## config.mk

```make
export PLATFORM = sky130hd
export DESIGN_NAME = dcf_transmitter
export DESIGN_NICKNAME = d
export VERILOG_FILES = /design/src/dcf_pkg.sv /design/src/dcf_transmitter.sv
export VERILOG_INCLUDE_DIRS = /design/src
export SDC_FILE = /design/constraint.sdc
export NUM_CORES = 1
export LEC_CHECK = 0
export ABC_AREA = 1
export BUFFER_PORTS_ARGS = -buffer_cell sky130_fd_sc_hd__buf_2
export CORE_ASPECT_RATIO = 1.1
export CORE_MARGIN = 2
export CORE_UTILIZATION = 56
export CTS_CLUSTER_DIAMETER = 150
export CTS_CLUSTER_SIZE = 8
export DETAILED_ROUTE_END_ITERATION = 6
export PLACE_DENSITY_LB_ADDON = 0.12
export SKIP_LAST_GASP = 1
export SLEW_MARGIN = 20
export SYNTH_ARGS = -nofsm -noshare
export SYNTH_HDL_FRONTEND = slang
export SYNTH_SLANG_ARGS = --single-unit
```

## constraint.sdc

```tcl
create_clock -name mclk -period 1.8 [get_ports mclk]
set_clock_uncertainty 0.05 [all_clocks]
set_input_delay 0.18 -clock mclk [delete_from_list [all_inputs] [get_ports mclk]]
set_output_delay 0.18 -clock mclk [all_outputs]
set_load 0.1 [all_outputs]
```

## src/dcf_consts.svh

```systemverilog
// Constants of the device control frame transmitter
// How it works
// - Register request builds and sends register frame
// - Register frame carries contents captured at request
// - Device bits request builds and sends frame
// - PIO request builds frame from application content
// - PIO frame holds status, byte count, interrupt
// - One PIO data frame follows, direction bit
// - No flow control while handing frame over
// - Mark last word, then await outcome
// - Illegal transition abandons register or PIO frame
// - Await link ending status before acting
// - Clean ending status returns to idle
// - Error status reported, same frame resent
// - Idle waits for request or arriving frame
`ifndef DCF_CONSTS_SVH
`define DCF_CONSTS_SVH
`define DCF_WORD_W    32
`define DCF_MAX_WORDS 5
`define DCF_FRAME_W   160
`define DCF_LEN_W     3
`define DCF_LEN_RSF   3'h5
`define DCF_LEN_SDB   3'h2
`define DCF_LEN_PIO   3'h5
`define DCF_IDX_ZERO  3'h0
`define DCF_IDX_ONE   3'h1
`define DCF_TYPE_RSF  8'h01
`define DCF_TYPE_SDB  8'h02
`define DCF_TYPE_PIO  8'h03
`endif

```

## src/dcf_pkg.sv

```systemverilog
// Types shared by the device control frame transmitter
`include "dcf_consts.svh"
package dcf_pkg;
   typedef enum logic [1:0] {KIND_NONE, KIND_RSF, KIND_SDB, KIND_PIO} dcf_kind_e;
   typedef struct packed {
      logic [7:0]  status;
      logic [7:0]  error;
      logic [7:0]  device;
      logic [47:0] lba;
      logic [15:0] count;
      logic        irq;
   } dcf_regs_s;
   typedef struct packed {
      dcf_regs_s   regs;
      logic [7:0]  estatus;
      logic [15:0] xfer;
      logic        dir;
   } dcf_pio_s;
   typedef struct packed {
      logic [7:0] status;
      logic [7:0] error;
      logic       irq;
   } dcf_sdb_s;
   typedef struct packed {
      logic       rsvd_hi;
      logic       irq;
      logic       dir;
      logic [4:0] rsvd_lo;
   } dcf_flags_s;
   typedef struct packed {
      logic [15:0] w4_rsvd;
      logic [15:0] w4_xfer;
      logic [7:0]  w3_estatus;
      logic [7:0]  w3_rsvd;
      logic [15:0] w3_count;
      logic [7:0]  w2_rsvd;
      logic [23:0] w2_lba_hi;
      logic [7:0]  w1_device;
      logic [23:0] w1_lba_lo;
      logic [7:0]  w0_error;
      logic [7:0]  w0_status;
      dcf_flags_s  w0_flags;
      logic [7:0]  w0_type;
   } dcf_rfis_s;
   typedef struct packed {
      logic [31:0] w1_rsvd;
      logic [7:0]  w0_error;
      logic [7:0]  w0_status;
      dcf_flags_s  w0_flags;
      logic [7:0]  w0_type;
   } dcf_sfis_s;
   typedef struct packed {
      logic                   notify;
      logic                   valid;
      logic                   last;
      logic [`DCF_WORD_W-1:0] data;
   } dcf_tx_s;
   typedef struct packed {
      logic valid;
      logic err;
   } dcf_stat_s;
endpackage

```

## src/dcf_transmitter.sv

```systemverilog
// Device transport sequencer for outbound control frames
`timescale 1ns/100ps
`default_nettype none
`include "dcf_consts.svh"
module dcf_transmitter #(
   parameter logic [7:0] TYPE_RSF = `DCF_TYPE_RSF,
   parameter logic [7:0] TYPE_SDB = `DCF_TYPE_SDB,
   parameter logic [7:0] TYPE_PIO = `DCF_TYPE_PIO
) (
   input  wire logic              mclk,
   input  wire logic              resetn,
   input  wire logic              req_rsf,
   input  wire dcf_pkg::dcf_regs_s rsf_in,
   input  wire logic              req_sdb,
   input  wire dcf_pkg::dcf_sdb_s  sdb_in,
   input  wire logic              req_pio,
   input  wire dcf_pkg::dcf_pio_s  pio_in,
   input  wire logic              link_rx_start,
   input  wire logic              link_illegal,
   input  wire dcf_pkg::dcf_stat_s link_stat,
   output var  dcf_pkg::dcf_tx_s   tx,
   output var  dcf_pkg::dcf_stat_s rep,
   output var  logic              busy,
   output var  logic              done,
   output var  logic              abandoned,
   output var  logic              pio_data_next,
   output var  logic              pio_data_dir
);
   import dcf_pkg::*;

   // Sequencer states; one build state per frame kind
   typedef enum logic [2:0] {
      ST_TRANSPORT_IDLE,
      ST_BUILD_REGISTER_STATUS_FRAME,
      ST_BUILD_DEVICE_BITS_FRAME,
      ST_BUILD_PIO_SETUP_FRAME,
      ST_AWAIT_TRANSMIT_OUTCOME
   } dcf_state_e;

   // Registered state, snapshots and the frame image
   dcf_state_e                                 state_r;
   dcf_state_e                                 state_nxt;
   dcf_kind_e                                  kind_r;
   dcf_kind_e                                  kind_nxt;
   logic                                       pend_rsf_r;
   logic                                       pend_sdb_r;
   logic                                       pend_pio_r;
   dcf_regs_s                                  snap_rsf_r;
   dcf_sdb_s                                   snap_sdb_r;
   dcf_pio_s                                   snap_pio_r;
   logic [`DCF_MAX_WORDS-1:0][`DCF_WORD_W-1:0] frame_r;
   logic [`DCF_LEN_W-1:0]                      len_r;
   logic [`DCF_LEN_W-1:0]                      idx_r;
   dcf_tx_s                                    tx_r;
   dcf_stat_s                                  rep_r;
   logic                                       done_r;
   logic                                       abandon_r;
   logic                                       pio_next_r;
   logic                                       pio_dir_r;

   // Frame image for one kind, taken from the held snapshots
   // Register and PIO frames share one layout; unused fields stay zero
   // The device bits frame is shorter and takes its own small layout
   // Snapshots are read here, so packing happens only at accept
   function automatic logic [`DCF_FRAME_W-1:0] dcf_pack(input dcf_kind_e k);
      dcf_rfis_s  rf;
      dcf_sfis_s  sf;
      dcf_flags_s fl;
      dcf_regs_s  rg;
      rf = '0;
      sf = '0;
      fl = '0;
      rg = (k == KIND_PIO) ? snap_pio_r.regs : snap_rsf_r;
      rf.w0_status  = rg.status;
      rf.w0_error   = rg.error;
      rf.w1_device  = rg.device;
      rf.w1_lba_lo  = rg.lba[23:0];
      rf.w2_lba_hi  = rg.lba[47:24];
      rf.w3_count   = rg.count;
      fl.irq        = rg.irq;
      if (k == KIND_PIO) begin
         fl.dir        = snap_pio_r.dir;
         rf.w3_estatus = snap_pio_r.estatus;
         rf.w4_xfer    = snap_pio_r.xfer;
         rf.w0_type    = TYPE_PIO;
      end else begin
         rf.w0_type    = TYPE_RSF;
      end
      rf.w0_flags = fl;
      if (k == KIND_SDB) begin
         fl          = '0;
         fl.irq      = snap_sdb_r.irq;
         sf.w0_flags  = fl;
         sf.w0_status = snap_sdb_r.status;
         sf.w0_error  = snap_sdb_r.error;
         sf.w0_type   = TYPE_SDB;
         return `DCF_FRAME_W'(sf);
      end
      return rf;
   endfunction

   // Word count for one kind
   function automatic logic [`DCF_LEN_W-1:0] dcf_len(input dcf_kind_e k);
      case (k)
         KIND_SDB: return `DCF_LEN_SDB;
         KIND_PIO: return `DCF_LEN_PIO;
         default:  return `DCF_LEN_RSF;
      endcase
   endfunction

   // Build state that belongs to a kind, used for first send and resend
   // One function for idle entry and retry keeps both on the same state
   function automatic dcf_state_e dcf_build_state(input dcf_kind_e k);
      case (k)
         KIND_SDB: return ST_BUILD_DEVICE_BITS_FRAME;
         KIND_PIO: return ST_BUILD_PIO_SETUP_FRAME;
         default:  return ST_BUILD_REGISTER_STATUS_FRAME;
      endcase
   endfunction

   // Stored image seen field by field; only the data direction reads it, resend sends frame_r words
   wire dcf_rfis_s frame_view   = frame_r;

   // Decode of the current state and the link events
   wire logic      in_idle      = (state_r == ST_TRANSPORT_IDLE);
   wire logic      in_wait      = (state_r == ST_AWAIT_TRANSMIT_OUTCOME);
   wire logic      in_build     = !in_idle && !in_wait;
   wire logic      last_beat    = in_build && (idx_r == len_r - `DCF_IDX_ONE);
   // Kill needs a build state, so late notices in the wait state drop out
   // Device bits frame has no abandon path, so the notification is ignored there
   wire logic      kill         = link_illegal && in_build && (kind_r != KIND_SDB);
   wire logic      stat_ok      = in_wait && link_stat.valid && !link_stat.err;
   wire logic      stat_bad     = in_wait && link_stat.valid && link_stat.err;

   // Idle arbitration: an arriving frame owns the link, requests stay pending
   wire logic      can_start    = in_idle && !link_rx_start;
   wire dcf_kind_e pick         = pend_rsf_r ? KIND_RSF :
                                  pend_sdb_r ? KIND_SDB :
                                  pend_pio_r ? KIND_PIO : KIND_NONE;
   wire logic      accept       = can_start && (pick != KIND_NONE);
   wire logic      take_rsf     = accept && (pick == KIND_RSF);
   wire logic      take_sdb     = accept && (pick == KIND_SDB);
   wire logic      take_pio     = accept && (pick == KIND_PIO);

   // Next state
   // Retry returns to the build state of the same kind, reusing its image
   // Status outside the wait and illegal notices in the wait are ignored
   always_comb begin
      state_nxt = state_r;
      kind_nxt  = kind_r;
      case (state_r)
         ST_TRANSPORT_IDLE: begin
            if (accept) begin
               state_nxt = dcf_build_state(pick);
               kind_nxt  = pick;
            end
         end
         ST_BUILD_REGISTER_STATUS_FRAME,
         ST_BUILD_PIO_SETUP_FRAME: begin
            if (kill) begin
               state_nxt = ST_TRANSPORT_IDLE;
               kind_nxt  = KIND_NONE;
            end else if (last_beat) begin
               state_nxt = ST_AWAIT_TRANSMIT_OUTCOME;
            end
         end
         ST_BUILD_DEVICE_BITS_FRAME: begin
            if (last_beat) begin
               state_nxt = ST_AWAIT_TRANSMIT_OUTCOME;
            end
         end
         ST_AWAIT_TRANSMIT_OUTCOME: begin
            if (stat_ok) begin
               state_nxt = ST_TRANSPORT_IDLE;
               kind_nxt  = KIND_NONE;
            end else if (stat_bad) begin
               state_nxt = dcf_build_state(kind_r);
            end
         end
         default: begin
            state_nxt = ST_TRANSPORT_IDLE;
            kind_nxt  = KIND_NONE;
         end
      endcase
   end

   // State and kind
   // Kind is kept through the wait so a retry knows which build state to return to
   always_ff @(posedge mclk or negedge resetn) begin
      if (!resetn) begin
         state_r <= ST_TRANSPORT_IDLE;
         kind_r  <= KIND_NONE;
      end else begin
         state_r <= state_nxt;
         kind_r  <= kind_nxt;
      end
   end

   // Pending flags; a new request in the accept cycle survives the clear
   // Priority when several wait: register, then device bits, then PIO
   // Two requests of one kind before accept merge into a single frame
   always_ff @(posedge mclk or negedge resetn) begin
      if (!resetn) begin
         pend_rsf_r <= 1'b0;
         pend_sdb_r <= 1'b0;
         pend_pio_r <= 1'b0;
      end else begin
         pend_rsf_r <= req_rsf | (pend_rsf_r & !take_rsf);
         pend_sdb_r <= req_sdb | (pend_sdb_r & !take_sdb);
         pend_pio_r <= req_pio | (pend_pio_r & !take_pio);
      end
   end

   // Content is caught at request time, so later register changes stay out
   // Limitation: a newer request of one kind overwrites an unsent snapshot
   always_ff @(posedge mclk or negedge resetn) begin
      if (!resetn) begin
         snap_rsf_r <= '0;
         snap_sdb_r <= '0;
         snap_pio_r <= '0;
      end else begin
         if (req_rsf) snap_rsf_r <= rsf_in;
         if (req_sdb) snap_sdb_r <= sdb_in;
         if (req_pio) snap_pio_r <= pio_in;
      end
   end

   // Frame image is fixed at accept and reused unchanged on resend
   // Building once costs a wide register but spares a rebuild on every retry
   always_ff @(posedge mclk or negedge resetn) begin
      if (!resetn) begin
         frame_r <= '0;
         len_r   <= `DCF_LEN_RSF;
      end else if (accept) begin
         frame_r <= dcf_pack(pick);
         len_r   <= dcf_len(pick);
      end
   end

   // Word index restarts for every first send and every resend
   // A killed frame also restarts at word zero
   always_ff @(posedge mclk or negedge resetn) begin
      if (!resetn) begin
         idx_r <= `DCF_IDX_ZERO;
      end else if (in_build && !kill && !last_beat) begin
         idx_r <= idx_r + `DCF_IDX_ONE;
      end else begin
         idx_r <= `DCF_IDX_ZERO;
      end
   end

   // One word per clock with no ready; the link must take every beat
   // Data is zero between frames so stale words never leak
   // Notify mirrors valid, so the link sees it on every beat
   always_ff @(posedge mclk or negedge resetn) begin
      if (!resetn) begin
         tx_r <= '0;
      end else begin
         tx_r.notify <= in_build && !kill;
         tx_r.valid  <= in_build && !kill;
         tx_r.last   <= last_beat && !kill;
         tx_r.data   <= (in_build && !kill) ? frame_r[idx_r] : '0;
      end
   end

   // Ending status: report on error, tell the application on success
   // All of these are one-cycle pulses; err is always high with a report
   // A report is issued once per failed status
   always_ff @(posedge mclk or negedge resetn) begin
      if (!resetn) begin
         rep_r      <= '0;
         done_r     <= 1'b0;
         abandon_r  <= 1'b0;
         pio_next_r <= 1'b0;
      end else begin
         rep_r.valid <= stat_bad;
         rep_r.err   <= stat_bad;
         done_r      <= stat_ok;
         abandon_r   <= kill;
         pio_next_r  <= stat_ok && (kind_r == KIND_PIO);
      end
   end

   // Direction of the single data frame that must follow a PIO setup
   // Read from the frame image, so a PIO request queued during the wait
   // cannot change the direction of the frame in flight
   always_ff @(posedge mclk or negedge resetn) begin
      if (!resetn) begin
         pio_dir_r <= 1'b0;
      end else if (stat_ok && (kind_r == KIND_PIO)) begin
         pio_dir_r <= frame_view.w0_flags.dir;
      end
   end

   // Outputs
   // Busy is combinational from the state register
   assign tx            = tx_r;
   assign rep           = rep_r;
   assign busy          = !in_idle;
   assign done          = done_r;
   assign abandoned     = abandon_r;
   assign pio_data_next = pio_next_r;
   assign pio_data_dir  = pio_dir_r;

endmodule
`default_nettype wire

```

### Word level (Yosys, flattened, before mapping)

Cells that the tools add are included.
Widths: inputs -> output; s select.

| cells by class | value |
|---|---|
| add/sub/neg operators | 2 |
| order comparisons | 1 |
| eq/ne operators | 15 |
| muxes and demuxes | 28 |
| bitwise gates (word level) | 7 |
| reductions and logical operators | 30 |

Operator list:

| operator | number |
|---|---|
| $mux 160 | 2 |
| $bmux 32 s3 | 1 |
| $mux 89 | 1 |
| $mux 32 | 2 |
| $mux 24 | 1 |
| $mux 3 | 7 |
| $logic_and 1x1->1 | 16 |
| $mux 2 | 7 |
| $pmux 3 s4 | 1 |
| $logic_not 1->1 | 9 |
| $eq 2x2->1 const B | 4 |
| $pmux 2 s2 | 2 |
| $pmux 2 s4 | 1 |
| $eq 3x2->1 const B | 2 |
| $lt 3x4->1 const B | 1 |
| $ne 2x1->1 const B | 2 |
| $ne 2x2->1 const B | 2 |
| $reduce_and 4->1 | 1 |
| $add 3x1->3 const B | 1 |
| $and 1x1->1 | 3 |
| $eq 3x1->1 const B | 1 |
| $eq 3x3->1 | 1 |
| $eq 3x3->1 const B | 1 |
| $logic_not 3->1 | 1 |
| other kinds (9) | 13 |

| word-level totals | value |
|---|---|
| flip-flop bits (word level) | 433 |
| bits of input ports | 229 |
| output and inout bits | 42 |
| logic and storage cells | 121 |

### Depth between registers and ports, before layout

| logic depth | value |
|---|---|
| depth after elaboration | 9 |
| gate-level depth with buffers | 9 |
| mapped depth without buffers | 9 |

### Worst setup path after synthesis

Ideal clock, no wire load.

| timing path | value |
|---|---|
| path type | register -> register |
| from | register state_r[0] |
| to | register kind_r[0] |
| setup time | 123 ps |
| arrival time | 1530 ps |
| data required time | 1627 ps |
| setup slack | 97 ps |
| stages on the path, launching flop included | 8 |
| path buffers | 0 |
| period minus slack after synthesis | 1703 ps |
| cells stage by stage | dfrtp_1 inv_2 nand2_1 nor2_4 inv_1 a21oi_1 o21ai_0 nand2_1 |

| between the ends | value |
|---|---|
| longest elaborated chain between the ends | 7 |
| elaborated cells on any way between the ends | 21 |
| those cells by class | eq/ne (7); mux (1); bitwise (1); reduce/logical (12) |

RTL lines:

| what | line | source |
|---|---|---|
| start: declaration | dcf_transmitter.sv:41 | `dcf_state_e state_r;` |
| start signal: assignment | dcf_transmitter.sv:194 | `state_r <= state_nxt;` |
| $logic_not 3->1 | dcf_transmitter.sv:125 | `wire logic in_idle = (state_r == ST_TRANSPORT_IDLE);` |
| $logic_not 1->1 | - |  |
| named net busy | dcf_transmitter.sv:23 | `output var logic busy,` |
| $logic_and 1x1->1 | dcf_transmitter.sv:127 | `wire logic in_build = !in_idle && !in_wait;` |
| $logic_and 1x1->1 (2 in series) | dcf_transmitter.sv:131 | `wire logic kill = link_illegal && in_build && (kind_r != KIND_SDB);` |
| $ne 2x2->1 (no line) | - |  |
| $reduce_and 4->1 (no line) | - |  |
| end signal: assignment | dcf_transmitter.sv:195 | `kind_r <= kind_nxt;` |
| end: declaration | dcf_transmitter.sv:43 | `dcf_kind_e kind_r;` |

The timed path passes the listed nets, and every way through them passes these cells.
A chain may end at the register's enable or synchronous reset.

### Worst setup path in the final report

| timing path | value |
|---|---|
| from | register state_r[0] |
| to | output port busy |

| between the ends | value |
|---|---|
| longest elaborated chain between the ends | 2 |

RTL lines:

| what | line | source |
|---|---|---|
| $logic_not 3->1 | dcf_transmitter.sv:125 |  |
| $logic_not 1->1 | dcf_transmitter.sv:299 | `assign busy = !in_idle;` |
| end: declaration | dcf_transmitter.sv:23 |  |

Every way passes these cells.

==> run_results.csv <==
group,metric,value,unit
clock_network,tritoncts.num_buffers,54,
grt,grt_pass1_vias,15000,
setup_path,critical_path.startpoint_type,"register",
setup_path,worst_ep_arrival_time,1.52,ns
timing,hold_ws,0.0307,ns
placement,portBuffers,270,
floorplan,die_area,30600,um2
floorplan,start_util,0.570,
run,max_cap_violations,0,
worst_hold_path,holdPathStages,3,
synth,number_of_standard_cells_after_synthesis,1795,
placement,gp_congestion,0.880,
routing,detail_route.drc_violations,0,
timing,max_freq,573,MHz
power_and_ir_drop,static-leakage-power,0.0112,uW
synth,synth_area_leader_cell,"sky130_fd_sc_hd__dfrtp_1",
clock_network,cts_root_buf,"sky130_fd_sc_hd__clkbuf_16",
synth,number_of_distinct_standard_cells_referenced_by_the_synthesized_netlist,35,
synth,synth_async_sr_flop_share,1.00,
synth,syn-cell-area,16400,um2
worst_hold_path,worstHoldPathType,"in -> reg",
grt,grt_first_pass_wirelength,78700,um
timing,post-route-period-util,0.969,
setup_path,cp_max_fo,5,
status,result_of_the_run,"completed",
synth,postSynthNetCount,2026,
timing,worstMarginPinSlew,0.609,ns
clock_network,cts_tree,"done",
power_and_ir_drop,total_switching_power,11400,uW
routing,initialDrtViolationCount,1519,
synth,number_of_enable_type_register_cells_in_the_synthesized_netlist,0,
finish,post_route_cells_drive_above_1_share,0.202,
power_and_ir_drop,finalPower,30500,uW
floorplan,die_x,167,um
routing,postRouteWirelength,49600,um
floorplan,die_y,183,um
setup_path,reg2regPathDepth,9,
synth,yosys_register_bits,388,
power_and_ir_drop,power.sequential.fraction,0.377,
clock_network,htreeDepth,2,
setup_path,timing.setup.critical_path_class,"reg -> out",
timing,worst_slew_margin_rel,0.594,
timing,setup_tns,0,ns
clock_network,clkSinkCount,388,
timing,setup_violations,0,
floorplan,area_of_the_placeable_core,28700,um2
timing,drv_slew,0,
power_and_ir_drop,ir_worst_vdd,1450,uV
synth,part_of_the_yosys_area_used_for_sequential_elements,0.594,
clock_network,clkTransAtPathRegs,0.05,ns
grt,grt_max_degree,74,
clock_network,worstSkewPairLatency,0.55,ns
timing,hold_violations,0,
finish,num-nets-final,2522,
power_and_ir_drop,p_int,19200,uW
power_and_ir_drop,p_clk_frac,0.295,
timing,grt_setup_unrepaired,"false",
placement,dp_hpwl,29300,um
power_and_ir_drop,power.switching_fraction,0.372,
timing,minimum_period_implied_by_the_final_worst_setup_slack,1.75,ns
clock_network,clockBufferDepth,3,
routing,vias_per_cell,5.54,
setup_path,data_required_time_of_the_critical_path,1.57,ns
synth,yosysTopAreaCellShare,0.592,
grt,grt.overflow.total,0,
synth,post_synth.cell_area_avg,9.11,um2
routing,num_vias,14800,
routing,antenna_left,0,
routing,wl_per_cell,18.6,um
power_and_ir_drop,power_share_of_the_combinational_group,0.328,
synth,synth_area_leaders,"sky130_fd_sc_hd__dfrtp_1 59%, sky130_fd_sc_hd__nand2_1 14%, sky130_fd_sc_hd__nand3_1 6.5%",
finish,regArea,9710,um2
routing,firstDrtPassIters,6,
floorplan,top_level_ports,271,
power_and_ir_drop,cell_area_power_density,1380,nW/um2
finish,multi_input_area,5660,um2
grt,antenna_found_initial,1,
finish,syn_to_final_growth,35.6,%
synth,number_of_warnings_issued_by_yosys,0,
setup_path,timing.critical_path.to_type,"output port",
grt,total_routing_usage_reported_by_global_routing,0.324,
synth,synth-main-ff-cell,"sky130_fd_sc_hd__dfrtp_1",
floorplan,core.rowCount,65,
finish,fillerInstances,1865,
per-layer routing:
| layer | global-route usage | routed length (um) | vias to the layer above |
|---|---|---|---|
| met5 | 0 | 0 | - |
| li1 | - | - | 6786 |
| met2 | 0.507 | 23100 | 716 |
| met1 | 0.460 | 21100 | 7164 |
| met4 | 0.128 | 1820 | 0 |
| met3 | 0.0527 | 3630 | 135 |
layout make-up:
| type | instances | share of cell area |
|---|---|---|
| Inverter | 127 | 0.0216 |
| Timing Repair Buffer | 557 | 0.199 |
| Multi-Input combinational cell | 1163 | 0.255 |
| Clock inverter | 2 | 0.00175 |
| Sequential cell | 388 | 0.438 |
| Antenna cell | 2 | 0.000226 |
| Clock buffer | 65 | 0.0637 |
| Tap cell | 368 | 0.0208 |
critical path, stage by stage (launching register included):
cell and delay, ns:
sky130_fd_sc_hd__dfrtp_1 0.39, sky130_fd_sc_hd__inv_2 0.07, sky130_fd_sc_hd__nand2_2 0.07, sky130_fd_sc_hd__nor2_4 0.18, sky130_fd_sc_hd__inv_2 0.09, sky130_fd_sc_hd__buf_12 0.17
synthesized netlist by cell type (2+ instances only):
| library cell | n |
|---|---|
| sky130_fd_sc_hd__a21oi_1 | 29 |
| sky130_fd_sc_hd__nand3_1 | 211 |
| sky130_fd_sc_hd__clkinv_1 | 2 |
| sky130_fd_sc_hd__o21bai_1 | 2 |
| sky130_fd_sc_hd__clkbuf_1 | 59 |
| sky130_fd_sc_hd__ha_1 | 2 |
| sky130_fd_sc_hd__dfrtp_1 | 387 |
| sky130_fd_sc_hd__a31oi_1 | 3 |
| sky130_fd_sc_hd__o211ai_1 | 17 |
| sky130_fd_sc_hd__nor3_1 | 8 |
| sky130_fd_sc_hd__o221ai_1 | 10 |
| sky130_fd_sc_hd__a22oi_1 | 16 |
| sky130_fd_sc_hd__buf_6 | 2 |
| sky130_fd_sc_hd__mux2_2 | 67 |
| sky130_fd_sc_hd__inv_1 | 120 |
| sky130_fd_sc_hd__buf_4 | 8 |
| sky130_fd_sc_hd__o21ai_0 | 59 |
| sky130_fd_sc_hd__buf_2 | 34 |
| sky130_fd_sc_hd__buf_1 | 14 |
| sky130_fd_sc_hd__xnor2_1 | 2 |
| sky130_fd_sc_hd__nand2_1 | 618 |
| sky130_fd_sc_hd__inv_2 | 5 |
| sky130_fd_sc_hd__xor2_1 | 2 |
| sky130_fd_sc_hd__nand3_2 | 2 |
| sky130_fd_sc_hd__o21ai_1 | 75 |
| sky130_fd_sc_hd__nor2_1 | 30 |
| sky130_fd_sc_hd__o21a_1 | 3 |
power groups by stage:
stage / logic [uW] / clock network (uW) / registers [uW]
after CTS: 9680 / 9080 / 11500
final: 10000 / 9020 / 11500
after floorplan: 5090 / 0 / 12900
after global placement: 8980 / 0 / 11600
after detailed placement: 9220 / 0 / 11600
after global routing: 10900 / 9500 / 11700
sequential cells by signal, summed over array words and instances (netlist names), 2 cells and up:
name        count
tx             34
kind_r          2
snap_rsf_r     89
state_r         3
idx_r           3
frame_r       116
snap_sdb_r     17
snap_pio_r    114
len_r           2
cells by family (layout without fill, tap and decap cells):
group	Yosys count	count (layout)	share of synthesized area
AO/OA/AOI/OAI	217	217	0.0753
buffers and inverters	244	751	0.0614
multiplexers	67	67	0.0461
XOR/XNOR	4	4	0.00214
AND/OR/NAND/NOR	873	873	0.220
adder cells (fa/ha/maj)	2	2	0.00153
other	0	2	0
flip-flops	388	388	0.594
repair_timing:
action | 4_1_cts | 5_1_grt
endpoints found under the hold margin | 378 | 0
hold buffers | 232 | 0
pin swaps | 0 | 3
resized for setup | 2 | 4
buffers inserted | 0 | 4
setup endpoints to repair | 1 | 54
cloned | 0 | 2
worst paths after layout:
| check | startpoint | end | slack, ns |
|---|---|---|---|
| worst max-delay path | state_r[0] | busy | 0.05 |
| worst max register to register | state_r[0] | frame_r[34] | 0.10 |
| worst min register to register | snap_pio_r[110] | snap_pio_r[110] | 0.42 |
| max in group asynchronous | resetn | snap_pio_r[71] | 0.77 |
| worst min-delay path | req_rsf | snap_rsf_r[15] | 0.03 |
| min in group asynchronous | resetn | snap_sdb_r[5] | 0.11 |
cells in the final DEF (no fill, tap or decap), drive strengths merged:
cell type    count
o21bai           2
o21ai          135
a31oi            3
nor2            31
nand3          213
dfrtp          387
clkbuf          67
a22oi           16
inv            127
dlygate4sd3    232
buf            323
or2              1
diode            2
nor3             9
o22a             1
ha               2
mux2            67
xnor2            2
o211ai          17
bufinv           1
o21a             3
nand2          619
a21oi           29
clkinv           1
xor2             2
o22ai            1
dfstp            1
o221ai          10
stage by stage:
| step | instance area (um2) | util | instances | worst slack (ns) |
|---|---|---|---|---|
| floorplan | 16400 | - | 1795 | 0.0966 |
| global placement | 18300 | 0.638 | 2365 | 0.151 |
| detailed placement | 18300 | 0.638 | 2365 | 0.110 |
| CTS | 22100 | 0.769 | 2664 | 0.0147 |
| global route | 22200 | 0.772 | 2671 | 0.00904 |
| finish | 22200 | 0.773 | 2672 | 0.0550 |
Note: power is estimated with default switching activity, not from simulation.
